`config.mk`:
```
export PLATFORM = sky130hd
export DESIGN_NAME = clocked_serial_port_regs
export DESIGN_NICKNAME = d
export VERILOG_FILES = /design/src/common/serial_port_pkg.sv /design/src/rtl/clocked_serial_port_regs.sv
export SDC_FILE = /design/constraint.sdc
export NUM_CORES = 1
export LEC_CHECK = 0
export BUFFER_PORTS_ARGS = -buffer_cell sky130_fd_sc_hd__buf_2
export CAP_MARGIN = 20
export CORE_UTILIZATION = 52
export CTS_CLUSTER_SIZE = 8
export DETAILED_ROUTE_END_ITERATION = 8
export GPL_TIMING_DRIVEN = 0
export MAX_ROUTING_LAYER = met4
export PLACE_DENSITY_LB_ADDON = 0.05
export SYNTH_ARGS = -nofsm -noshare
export SYNTH_HDL_FRONTEND = slang
export SYNTH_SLANG_ARGS = --single-unit
```
`constraint.sdc`:
```
create_clock -name sys_clk -period 4.4 [get_ports sys_clk]
set_input_delay 0.22 -clock sys_clk [delete_from_list [all_inputs] [get_ports sys_clk]]
set_output_delay 0.22 -clock sys_clk [all_outputs]
set_load 0.01 [all_outputs]
```
`src/common/serial_port_pkg.sv`:
```
// Constants for the clocked serial port register block.
// Assumes an Avalon-MM word-addressed slave; address equals register index.
package serial_port_pkg;

  // Register indices (byte address is four times the index)
  localparam logic [15:0] IDX_MODE_CLOCK  = 16'hffa0;
  localparam logic [15:0] IDX_CTRL_STATUS = 16'hffa1;
  localparam logic [15:0] IDX_DATA_UPPER  = 16'hffa2;
  localparam logic [15:0] IDX_DATA_LOWER  = 16'hffa3;
  localparam logic [15:0] IDX_IRQ_STATUS  = 16'hffa4;
  localparam logic [15:0] IDX_IRQ_MASK    = 16'hffa5;

  localparam logic [7:0]  MODE_CLOCK_RST  = 8'h00;

  // Mode/clock register fields
  localparam int MODE_HI_BIT   = 7;
  localparam int MODE_LO_BIT   = 6;
  localparam int TAIL_MARK_BIT = 5;
  localparam int TAIL_LAT_BIT  = 4;
  localparam int CLK_SRC_BIT   = 3;

  // Control/status fields
  localparam int CS_START_BIT  = 0;
  localparam int CS_LEVEL_BIT  = 1;
  localparam int CS_DONE_BIT   = 7;

  localparam logic [1:0] MODE_8BIT  = 2'h0;
  localparam logic [1:0] MODE_16BIT = 2'h1;
  localparam logic [1:0] MODE_CONT  = 2'h2;

  localparam logic [4:0] BITS_8  = 5'h08;
  localparam logic [4:0] BITS_16 = 5'h10;

  // Half periods of the shift clock in system clocks, less one, for divide 1024 .. 2
  localparam logic [8:0] HALF_DIV [8] = '{9'h1ff, 9'h07f, 9'h01f, 9'h00f,
                                          9'h007, 9'h003, 9'h001, 9'h000};

  typedef enum logic [1:0] {
    ST_IDLE   = 2'b00,
    ST_SHIFT  = 2'b01,
    ST_FINISH = 2'b11
  } xfer_state_t;

endpackage : serial_port_pkg

```
`src/rtl/clocked_serial_port_regs.sv`:
```
// Clocked synchronous serial port: registers, shift clock and shift engine.
// Assumes an Avalon-MM master on sys_clk; serial pins are asynchronous inputs.
//
// Operation
// - Mode field: 00 eight-bit, 01 sixteen-bit, 10 continuous clock, 11 reserved.
// - Eight-bit mode: lower data register holds the sent and received word.
// - Sixteen-bit mode: lower register holds low byte, upper register high byte.
// - Done flag clears only by writing 0, and writing 1 leaves it unchanged; irq status clears by writing 1.
// - Writing 1 to the output level control bit while idle drives the serial data pin high.
`timescale 1ns/1ps
module clocked_serial_port_regs
  import serial_port_pkg::*;
(
  input  wire logic        sys_clk,
  input  wire logic        sys_rst,
  input  wire logic [15:0] address,
  input  wire logic        read,
  input  wire logic        write,
  input  wire logic [31:0] writedata,
  output logic      [31:0] readdata,
  output logic             waitrequest,
  output logic             irq,
  input  wire logic        shiftClockIn,
  output logic             shiftClockOut,
  output logic             shiftClockOe,
  input  wire logic        shiftInPin,
  output logic             shiftOutPin
);

  ////////////////////////////////////////////////////////////////////////////
  logic [7:0]  modeClock_r;
  logic [7:0]  dataUpper_r;
  logic [7:0]  dataLower_r;
  logic        doneFlag_r;
  logic        irqStatus_r;
  logic        irqMask_r;
  logic        waitReq_r;
  logic [31:0] readData_r;
  logic        irq_r;
  logic        sckOut_r;
  logic        soOut_r;
  logic        contRun_r;
  logic [8:0]  divCnt_r;
  logic [4:0]  bitCnt_r;
  xfer_state_t state_r;
  logic        sckSync1_r, sckSync2_r, sckSync3_r;
  logic        siSync1_r, siSync2_r;

  wire         accept    = (read | write) & waitReq_r;
  // Writes land at the edge where the master sees waitrequest low
  wire         ack       = (read | write) & ~waitReq_r;
  wire         wrAcc     = write & ack;
  wire         wrMode    = wrAcc & (address == IDX_MODE_CLOCK);
  wire         wrCs      = wrAcc & (address == IDX_CTRL_STATUS);
  wire         wrUpper   = wrAcc & (address == IDX_DATA_UPPER);
  wire         wrLower   = wrAcc & (address == IDX_DATA_LOWER);
  wire         wrIrqSt   = wrAcc & (address == IDX_IRQ_STATUS);
  wire         wrIrqMk   = wrAcc & (address == IDX_IRQ_MASK);
  wire [1:0]   mode      = modeClock_r[MODE_HI_BIT:MODE_LO_BIT];
  wire         extClk    = modeClock_r[CLK_SRC_BIT];
  wire [2:0]   prescSel  = modeClock_r[2:0];
  wire         busy      = (state_r != ST_IDLE) | contRun_r;
  wire         modeIsCont = (mode == MODE_CONT);
  wire         modeOk    = (mode == MODE_8BIT) | (mode == MODE_16BIT);
  wire         startReq  = wrCs & writedata[CS_START_BIT] & ~busy;
  wire         startXfer = startReq & modeOk;
  wire         startCont = startReq & modeIsCont;
  wire         stopCont  = wrCs & ~writedata[CS_START_BIT] & contRun_r;
  wire         levelHigh = wrCs & writedata[CS_LEVEL_BIT] & ~busy;
  wire [4:0]   xferBits  = (mode == MODE_16BIT) ? BITS_16 : BITS_8;
  wire         intRun    = ~extClk & ((state_r == ST_SHIFT) | contRun_r);
  wire         divHit    = intRun & (divCnt_r == HALF_DIV[prescSel]);
  wire         intFall   = divHit & sckOut_r;
  wire         intRise   = divHit & ~sckOut_r;
  wire         extFall   = extClk & sckSync3_r & ~sckSync2_r;
  wire         extRise   = extClk & ~sckSync3_r & sckSync2_r;
  wire         clkFall   = (state_r == ST_SHIFT) & (intFall | extFall);
  wire         clkRise   = (state_r == ST_SHIFT) & (intRise | extRise);
  wire         lastRise  = clkRise & (bitCnt_r == xferBits - 5'h01);
  wire         doneEvent = (state_r == ST_FINISH);
  wire [7:0]   csView    = {doneFlag_r, 5'h00, soOut_r, busy};
  wire [7:0]   rdByte    = (address == IDX_MODE_CLOCK)  ? modeClock_r :
                           (address == IDX_CTRL_STATUS) ? csView :
                           (address == IDX_DATA_UPPER)  ? dataUpper_r :
                           (address == IDX_DATA_LOWER)  ? dataLower_r :
                           (address == IDX_IRQ_STATUS)  ? {7'h00, irqStatus_r} :
                           (address == IDX_IRQ_MASK)    ? {7'h00, irqMask_r} : 8'h00;

  assign readdata      = readData_r;
  assign waitrequest   = waitReq_r;
  assign irq           = irq_r;
  assign shiftClockOut = sckOut_r;
  assign shiftClockOe  = ~extClk;
  assign shiftOutPin   = soOut_r;

  ////////////////////////////////////////////////////////////////////////////
  // Bus slave: one wait cycle, then the answer
  always_ff @(posedge sys_clk or posedge sys_rst) begin
    if (sys_rst) begin
      waitReq_r  <= 1'b1;
      readData_r <= 32'h0000_0000;
    end else begin
      waitReq_r  <= ~accept;
      if (read & accept) begin
        readData_r <= {24'h00_0000, rdByte};
      end
    end
  end

  // Mode register is frozen while shifting so a transfer cannot change shape
  always_ff @(posedge sys_clk or posedge sys_rst) begin
    if (sys_rst) begin
      modeClock_r <= MODE_CLOCK_RST;
    end else if (wrMode & ~busy) begin
      modeClock_r <= writedata[7:0];
    end
  end

  // Pin synchronisers
  always_ff @(posedge sys_clk or posedge sys_rst) begin
    if (sys_rst) begin
      sckSync1_r <= 1'b1;
      sckSync2_r <= 1'b1;
      sckSync3_r <= 1'b1;
      siSync1_r  <= 1'b0;
      siSync2_r  <= 1'b0;
    end else begin
      sckSync1_r <= shiftClockIn;
      sckSync2_r <= sckSync1_r;
      sckSync3_r <= sckSync2_r;
      siSync1_r  <= shiftInPin;
      siSync2_r  <= siSync1_r;
    end
  end

  ////////////////////////////////////////////////////////////////////////////
  // Prescaler and internal shift clock; idles high
  always_ff @(posedge sys_clk or posedge sys_rst) begin
    if (sys_rst) begin
      divCnt_r <= 9'h000;
      sckOut_r <= 1'b1;
    end else if (~intRun) begin
      divCnt_r <= 9'h000;
      sckOut_r <= 1'b1;
    end else if (divHit) begin
      divCnt_r <= 9'h000;
      sckOut_r <= ~sckOut_r;
    end else begin
      divCnt_r <= divCnt_r + 9'h001;
    end
  end

  // Transfer sequencer; data out on falling edge, sampled on rising edge
  always_ff @(posedge sys_clk or posedge sys_rst) begin
    if (sys_rst) begin
      state_r   <= ST_IDLE;
      bitCnt_r  <= 5'h00;
      contRun_r <= 1'b0;
    end else begin
      if (startCont) begin
        contRun_r <= 1'b1;
      end else if (stopCont) begin
        contRun_r <= 1'b0;
      end
      case (state_r)
        ST_IDLE: begin
          bitCnt_r <= 5'h00;
          if (startXfer) begin
            state_r <= ST_SHIFT;
          end
        end
        ST_SHIFT: begin
          if (lastRise) begin
            state_r <= ST_FINISH;
          end else if (clkRise) begin
            bitCnt_r <= bitCnt_r + 5'h01;
          end
        end
        ST_FINISH: begin
          state_r <= ST_IDLE;
        end
        default: begin
          state_r <= ST_IDLE;
        end
      endcase
    end
  end

  // Data registers double as the shift register, low bit first.
  // Reset value is a choice: the pins show zero rather than unknown.
  always_ff @(posedge sys_clk or posedge sys_rst) begin
    if (sys_rst) begin
      dataUpper_r <= 8'h00;
      dataLower_r <= 8'h00;
    end else if (clkRise & (mode == MODE_16BIT)) begin
      {dataUpper_r, dataLower_r} <= {siSync2_r, dataUpper_r, dataLower_r[7:1]};
    end else if (clkRise) begin
      dataLower_r <= {siSync2_r, dataLower_r[7:1]};
    end else if (~busy) begin
      if (wrUpper) begin
        dataUpper_r <= writedata[7:0];
      end
      if (wrLower) begin
        dataLower_r <= writedata[7:0];
      end
    end
  end

  // Serial data pin holds its last bit after a transfer
  always_ff @(posedge sys_clk or posedge sys_rst) begin
    if (sys_rst) begin
      soOut_r <= 1'b0;
    end else if (levelHigh) begin
      soOut_r <= 1'b1;
    end else if (clkFall) begin
      soOut_r <= dataLower_r[0];
    end
  end

  ////////////////////////////////////////////////////////////////////////////
  // Flags: done clears on write 0; sticky irq clears on write 1; set wins
  always_ff @(posedge sys_clk or posedge sys_rst) begin
    if (sys_rst) begin
      doneFlag_r  <= 1'b0;
      irqStatus_r <= 1'b0;
      irqMask_r   <= 1'b0;
      irq_r       <= 1'b0;
    end else begin
      if (doneEvent) begin
        doneFlag_r <= 1'b1;
      end else if (wrCs & ~writedata[CS_DONE_BIT]) begin
        doneFlag_r <= 1'b0;
      end
      if (doneEvent) begin
        irqStatus_r <= 1'b1;
      end else if (wrIrqSt & writedata[0]) begin
        irqStatus_r <= 1'b0;
      end
      if (wrIrqMk) begin
        irqMask_r <= writedata[0];
      end
      irq_r <= irqStatus_r & irqMask_r;
    end
  end
endmodule : clocked_serial_port_regs

```
# Yosys cells after proc, flatten, opt, wreduce, memory -nomap -nowiden
# Memories as Yosys holds them, arrays and structs flattened.
# Cells that the tools add are included.
# Widths: inputs -> output; s select.
[word_totals]
reg_bits = 61
mem_bits_ro = 72
input_bits = 54
word_cells = 144
mem_count = 1
[op_classes]
n_addsub = 3
order_cmp = 1
n_eq_ne = 20
n_mux = 35
bitwise_logic = 50
reduce_logical = 14
[mem_list]
columns = ["memory", "depth", "word_bits", "read_ports", "rd_clocked_by_memory_dff", "write_ports", "line", "text"]
rows = [
  ["(name not given)", 8, 9, 1, 0, 0, "clocked_serial_port_regs.sv:72", "wire divHit = intRun & (divCnt_r == HALF_DIV[prescSel]);"],
]
[ops]
columns = ["cell", "count"]
rows = [
  ["$eq 16x16->1 const B", 6],
  ["$mux 8", 12],
  ["$mux 9", 4],
  ["$and 1x1->1", 34],
  ["$mux 5", 3],
  ["$reduce_bool 2->1", 7],
  ["$mux 1", 12],
  ["$pmux 5 s2", 1],
  ["$add 9x1->9 const B", 1],
  ["$eq 9x9->1", 1],
  ["$not 1->1", 9],
  ["$ne 2x2->1 const B", 4],
  ["$ne 2x1->1 const B", 3],
  ["$or 1x1->1", 6],
  ["$reduce_and 3->1", 2],
  ["$add 5x1->5 const B", 1],
  ["$eq 5x5->1", 1],
  ["$sub 5x1->5 const B", 1],
  ["$eq 2x1->1 const B", 2],
  ["$eq 2x2->1 const B", 2],
  ["$ge 4x4->1 const B", 1],
  ["$logic_not 2->1", 2],
  ["$mux 2", 2],
  ["$not 3->4", 1],
  ["4 further kinds", 5],
]

# Longest topological paths before layout
[logic_depth]
depth_word = 12
depth_mapped = 9
depth_no_buf = 7

# Worst setup path after synthesis
# No wires, ideal clock.
[synth_path]
kind = "reg2reg"
start = "register divCnt_r[2]"
end = "register dataLower_r[1]"
setup_time_ns = 0.124
arrival_time_ns = 1.891
slack_ns = 2.385
path_stages_with_launch = 10
path_buffers = 2
path_cell_list = "dfrtp_1 buf_4 inv_1 o311a_1 o32ai_2 nor4b_2 or2_1 buf_6 a22oi_1 nand2_1"
[synth_between]
elab_chain_len = 8
[synth_rtl]
columns = ["item", "line", "text"]
rows = [
  ["start, declared", "clocked_serial_port_regs.sv:43", "logic [8:0] divCnt_r;"],
  ["start signal, assigned", "clocked_serial_port_regs.sv:149", "divCnt_r <= divCnt_r + 9'h001;"],
  ["$eq 9x9->1 *", "clocked_serial_port_regs.sv:72", ""],
  ["$and 1x1->1 *", "clocked_serial_port_regs.sv:72", ""],
  ["$and 1x1->1 *", "clocked_serial_port_regs.sv:74", "wire intRise = divHit & ~sckOut_r;"],
  ["$or 1x1->1 *", "clocked_serial_port_regs.sv:78", "wire clkRise = (state_r == ST_SHIFT) & (intRise | extRise);"],
  ["$and 1x1->1 *", "clocked_serial_port_regs.sv:78", ""],
  ["$and 1x1->1", "clocked_serial_port_regs.sv:195", "end else if (clkRise & (mode == MODE_16BIT)) begin"],
  ["$ne 3x1->1 (no source line) / $reduce_bool 3->1 (equally long branches)", "n/a", ""],
  ["$reduce_and 2->1 (no source line)", "n/a", ""],
  ["end signal, assigned", "clocked_serial_port_regs.sv:196", "{dataUpper_r, dataLower_r} <= {siSync2_r, dataUpper_r, dataLower_r[7:1]};"],
  ["end signal, assigned", "clocked_serial_port_regs.sv:198", "dataLower_r <= {siSync2_r, dataLower_r[7:1]};"],
  ["end signal, assigned", "clocked_serial_port_regs.sv:204", "dataLower_r <= writedata[7:0];"],
  ["end, declared", "clocked_serial_port_regs.sv:33", "logic [7:0] dataLower_r;"],
]
# Every way passes the cells marked *; elsewhere a longest branch is shown, timed or not.
# A chain may end at the register's enable or synchronous reset.

# Final worst setup path
[layout_path]
start = "register modeClock_r[1]"
end = "register dataLower_r[3]"
[layout_between]
elab_chain_len = 12
[layout_rtl]
columns = ["item", "line", "text"]
rows = [
  ["start, declared", "clocked_serial_port_regs.sv:31", "logic [7:0] modeClock_r;"],
  ["start signal, assigned", "clocked_serial_port_regs.sv:115", "modeClock_r <= writedata[7:0];"],
  ["$not 3->4 (implied by the code) *", "clocked_serial_port_regs.sv:72", ""],
  ["$mem_v2 8x9 *", "n/a", ""],
  ["$mux 9 (implied by the code) * (2 in series)", "clocked_serial_port_regs.sv:72", ""],
  ["$eq 9x9->1 *", "clocked_serial_port_regs.sv:72", ""],
  ["$and 1x1->1 *", "clocked_serial_port_regs.sv:72", ""],
  ["$and 1x1->1 *", "clocked_serial_port_regs.sv:74", ""],
  ["$or 1x1->1 *", "clocked_serial_port_regs.sv:78", ""],
  ["$and 1x1->1 *", "clocked_serial_port_regs.sv:78", ""],
  ["$and 1x1->1", "clocked_serial_port_regs.sv:195", ""],
  ["$ne 3x1->1 (no source line) / $reduce_bool 3->1 (equally long branches)", "n/a", ""],
  ["$reduce_and 2->1 (no source line)", "n/a", ""],
]
# Every way passes the cells marked *; elsewhere a longest branch is shown, timed or not. The select of a mux whose other input is x is not followed.

==> qor.txt <==
Synth Warn # - 0
1st-pass router iterations - 4
CP required - 4620 ps
Final Critical Period - 2320 ps
Port bufs - 39
N_diodes - 0
Initial antenna violation count - 0
Number of gates resized after cts - 0
Area added between synthesis and finish - 18.5%
CTS root buffer - clkbuf_8
Final Wtd Congestion - 0.804
Remaining Overflow, GRT - 0
TritonCTS clock tree - built
Worst setup SP type - register
Count of final max-slew check failures - 0
Drt wl/cell - 14.2 µm
Synth unique cells - 60
Slew @ Worst Pin - 641 ps
Drt first-iter violations - 87
RSZ-0062 raised after global routing - no
Largest net degree at the start of global routing - 41
Hpwl dp - 5390 µm
Starting density of the core - 53.9%
Max VDD drop - 0.000233 V
CTS buffer count - 9
Synth Flop Type - dfrtp_1
Hold crit path type - in -> reg
Die W - 83.1 µm
Die Span Y - 83.1 µm
CORE AREA - 6350 µm²
Slew margin rel. - 57.3%
Fraction of layout instances using a drive strength above 1 - 26.2%
Crit Path Category - reg -> reg
Site row count - 29
Total GRT Usage - 23.2%
CP arrival - 2550 ps
Power per standard cell area - 289 nW/µm²
CP max FO - 10
Ys async rst share - 100%
Max Buffers Root-to-Sink - 2
Via count - 2686
Drt drc - 0
Max_cap viols - 0
Vias in the first global route - 2619
Clk_skew - 6.65 ps
Endpoints failing hold - 0
Syn Area/Cell - 9.69 µm²
Die area - 6910 µm²
Endpoints failing setup - 0
Critical Path Sink Type - register
First-pass GRT wire length - 12300 µm
Sum Neg Setup Slack - 0 ps
Placed insts - 493
Fin crit share - 52.8%
H-tree levels - 3
Final WL - 7280 µm
Clock latency on the worst-skew pair - 340 ps
Final ANT Viol Nets - 0
Post-synthesis register bit count - 61
Status - completed
Layout Cells excl Fill - 512
# clock sinks - 61
Post-synthesis sequential area ratio - 44.8%
Synth Instances - 353
Top-Level Pins - 91
DR vias/cell - 5.25
Mapped cell area - 3420 µm²
Setup bufs post-CTS - 0
Clock-pin slew on the worst setup and hold paths - 70 ps
Fin util - 63.9%
Post-synth EDFFs - 0
Max Clock Freq - 0.430 GHz
Pleak - 0.00180 µW
Final net count - 486
[synthesized netlist by cell type (all sizes together), types with 2 or more instances]
master,number,area share [%]
a211oi,3,0.80
a21oi,22,3.2
a22o,2,0.51
a22oi,6,1.3
and3,3,0.55
buf,35,7.5
clkbuf,5,0.55
dfrtp,56,41
dfstp,5,3.8
ha,2,0.73
inv,9,0.99
mux2,10,3.3
mux2i,16,4.7
mux4,2,1.3
nand2,45,5.0
nand2b,7,1.3
nand3,9,1.3
nand3b,7,1.5
nand4,3,0.55
nand4b,2,0.51
nor2,33,3.8
nor2b,3,0.55
nor3,6,1.2
nor3b,4,0.88
nor4,4,0.91
nor4b,2,0.69
o21ai,16,2.6
o31ai,5,1.1
o32ai,2,0.73
or3,2,0.37
or4,2,0.55
xnor2,7,1.8
xor2,4,1.0
[cells by family after synthesis]
group	count (synthesis)	synth area share, %
AOI/OAI and AO/OA	63	12.0
xor gates and xnor gates	11	2.82
adders and majority gates	2	0.731
buffers and inverters	49	9.07
DFF	61	44.8
muxes	28	9.29
other	1	0.110
and+or+nand+nor	138	21.2
[registers in the layout (all words and copies together) (netlist names), 2 cells and up]
register     cells
dataUpper_r      8
state_r          2
readdata         8
divCnt_r         9
bitCnt_r         5
modeClock_r      8
dataLower_r      8
[metrics by stage]
stage	area, µm²	setup WS, ps	power, µW	hold slack (ps)
2_1_floorplan	3510	2390	634	224
3_3_place_gp	3800	1920	660	325
3_5_place_dp	3820	2090	663	257
4_1_cts	4060	2080	1180	43.3
5_1_grt	4060	1930	1210	80.2
6_report	4060	2080	1170	41.6
[worst max-delay path, cell delays in order, from the launching register on]
cell	delay [ps]
dfrtp_1	410
buf_4	190
a21oi_1	130
a311oi_1	70
a211oi_1	520
nor4b_2	160
or2_1	310
buf_6	170
a22oi_1	180
nand2_1	80
[placed cells by master (no fill, tap or decap), types with 5 or more instances in the layout]
| master | netlist | final |
|---|---|---|
| a21oi_1 | 22 | 22 |
| a22oi_1 | 6 | 6 |
| buf_2 | 2 | 41 |
| buf_4 | 29 | 29 |
| clkbuf_1 | 5 | 8 |
| clkbuf_8 | 0 | 12 |
| conb_1 | 1 | 24 |
| dfrtp_1 | 56 | 56 |
| dfstp_2 | 5 | 5 |
| inv_1 | 9 | 8 |
| mux2_2 | 10 | 10 |
| mux2i_1 | 16 | 16 |
| nand2_1 | 44 | 44 |
| nand2b_1 | 7 | 7 |
| nand3_1 | 9 | 9 |
| nand3b_1 | 7 | 7 |
| nor2_1 | 32 | 32 |
| nor3_1 | 5 | 5 |
| o21ai_0 | 12 | 12 |
| o31ai_1 | 5 | 5 |
| xnor2_1 | 7 | 7 |
[area by class of cell]
class	instances	area, µm²
Tap cell	77	96.3
Clock inverter	1	30.0
Timing Repair Buffer	43	245
Buffer	40	277
Fill cell	573	2290
Sequential cell	61	1530
Clock buffer	15	176
Inverter	9	33.8
Multi-Input combinational cell	266	1670
[routing by layer]
layer / share of wire [%] / track usage [%]
met1: 46 / 30.7
met2: 47 / 35.8
met3: 5.5 / 4.08
met4: 1.4 / 8.78
met5: 0 / -
[worst paths after layout]
| path | start | endpoint | slack (ps) | cells after the start |
|---|---|---|---|---|
| worst max-delay path | modeClock_r[1]$_DFFE_PP0P_ | dataLower_r[3]$_DFFE_PP0P_ | 2080 | 9 |
| worst min-delay path | write | waitrequest$_DFF_PP1_ | 40 | 2 |
| worst max register to register | modeClock_r[1]$_DFFE_PP0P_ | dataLower_r[3]$_DFFE_PP0P_ | 2080 | 9 |
| worst min register to register | sckSync1_r$_DFF_PP1_ | sckSync2_r$_DFF_PP1_ | 360 | 0 |
| max in group asynchronous | sys_rst | waitrequest$_DFF_PP1_ | 3320 | 4 |
| min in group asynchronous | sys_rst | dataLower_r[4]$_DFFE_PP0P_ | 440 | 3 |
[timing repair]
action | in CTS | in global routing
endpoints found under the hold margin | 19 | 0
hold buffers | 3 | 0
endpoints found under the setup margin | 0 | 0
[power by group]
part | switching, µW | total, µW | internal [µW]
Combinational | 49.2 | 85.7 | 36.6
Sequential | 2.10 | 568 | 566
Clock | 207 | 516 | 309
Power figures use the tool's default switching activity.
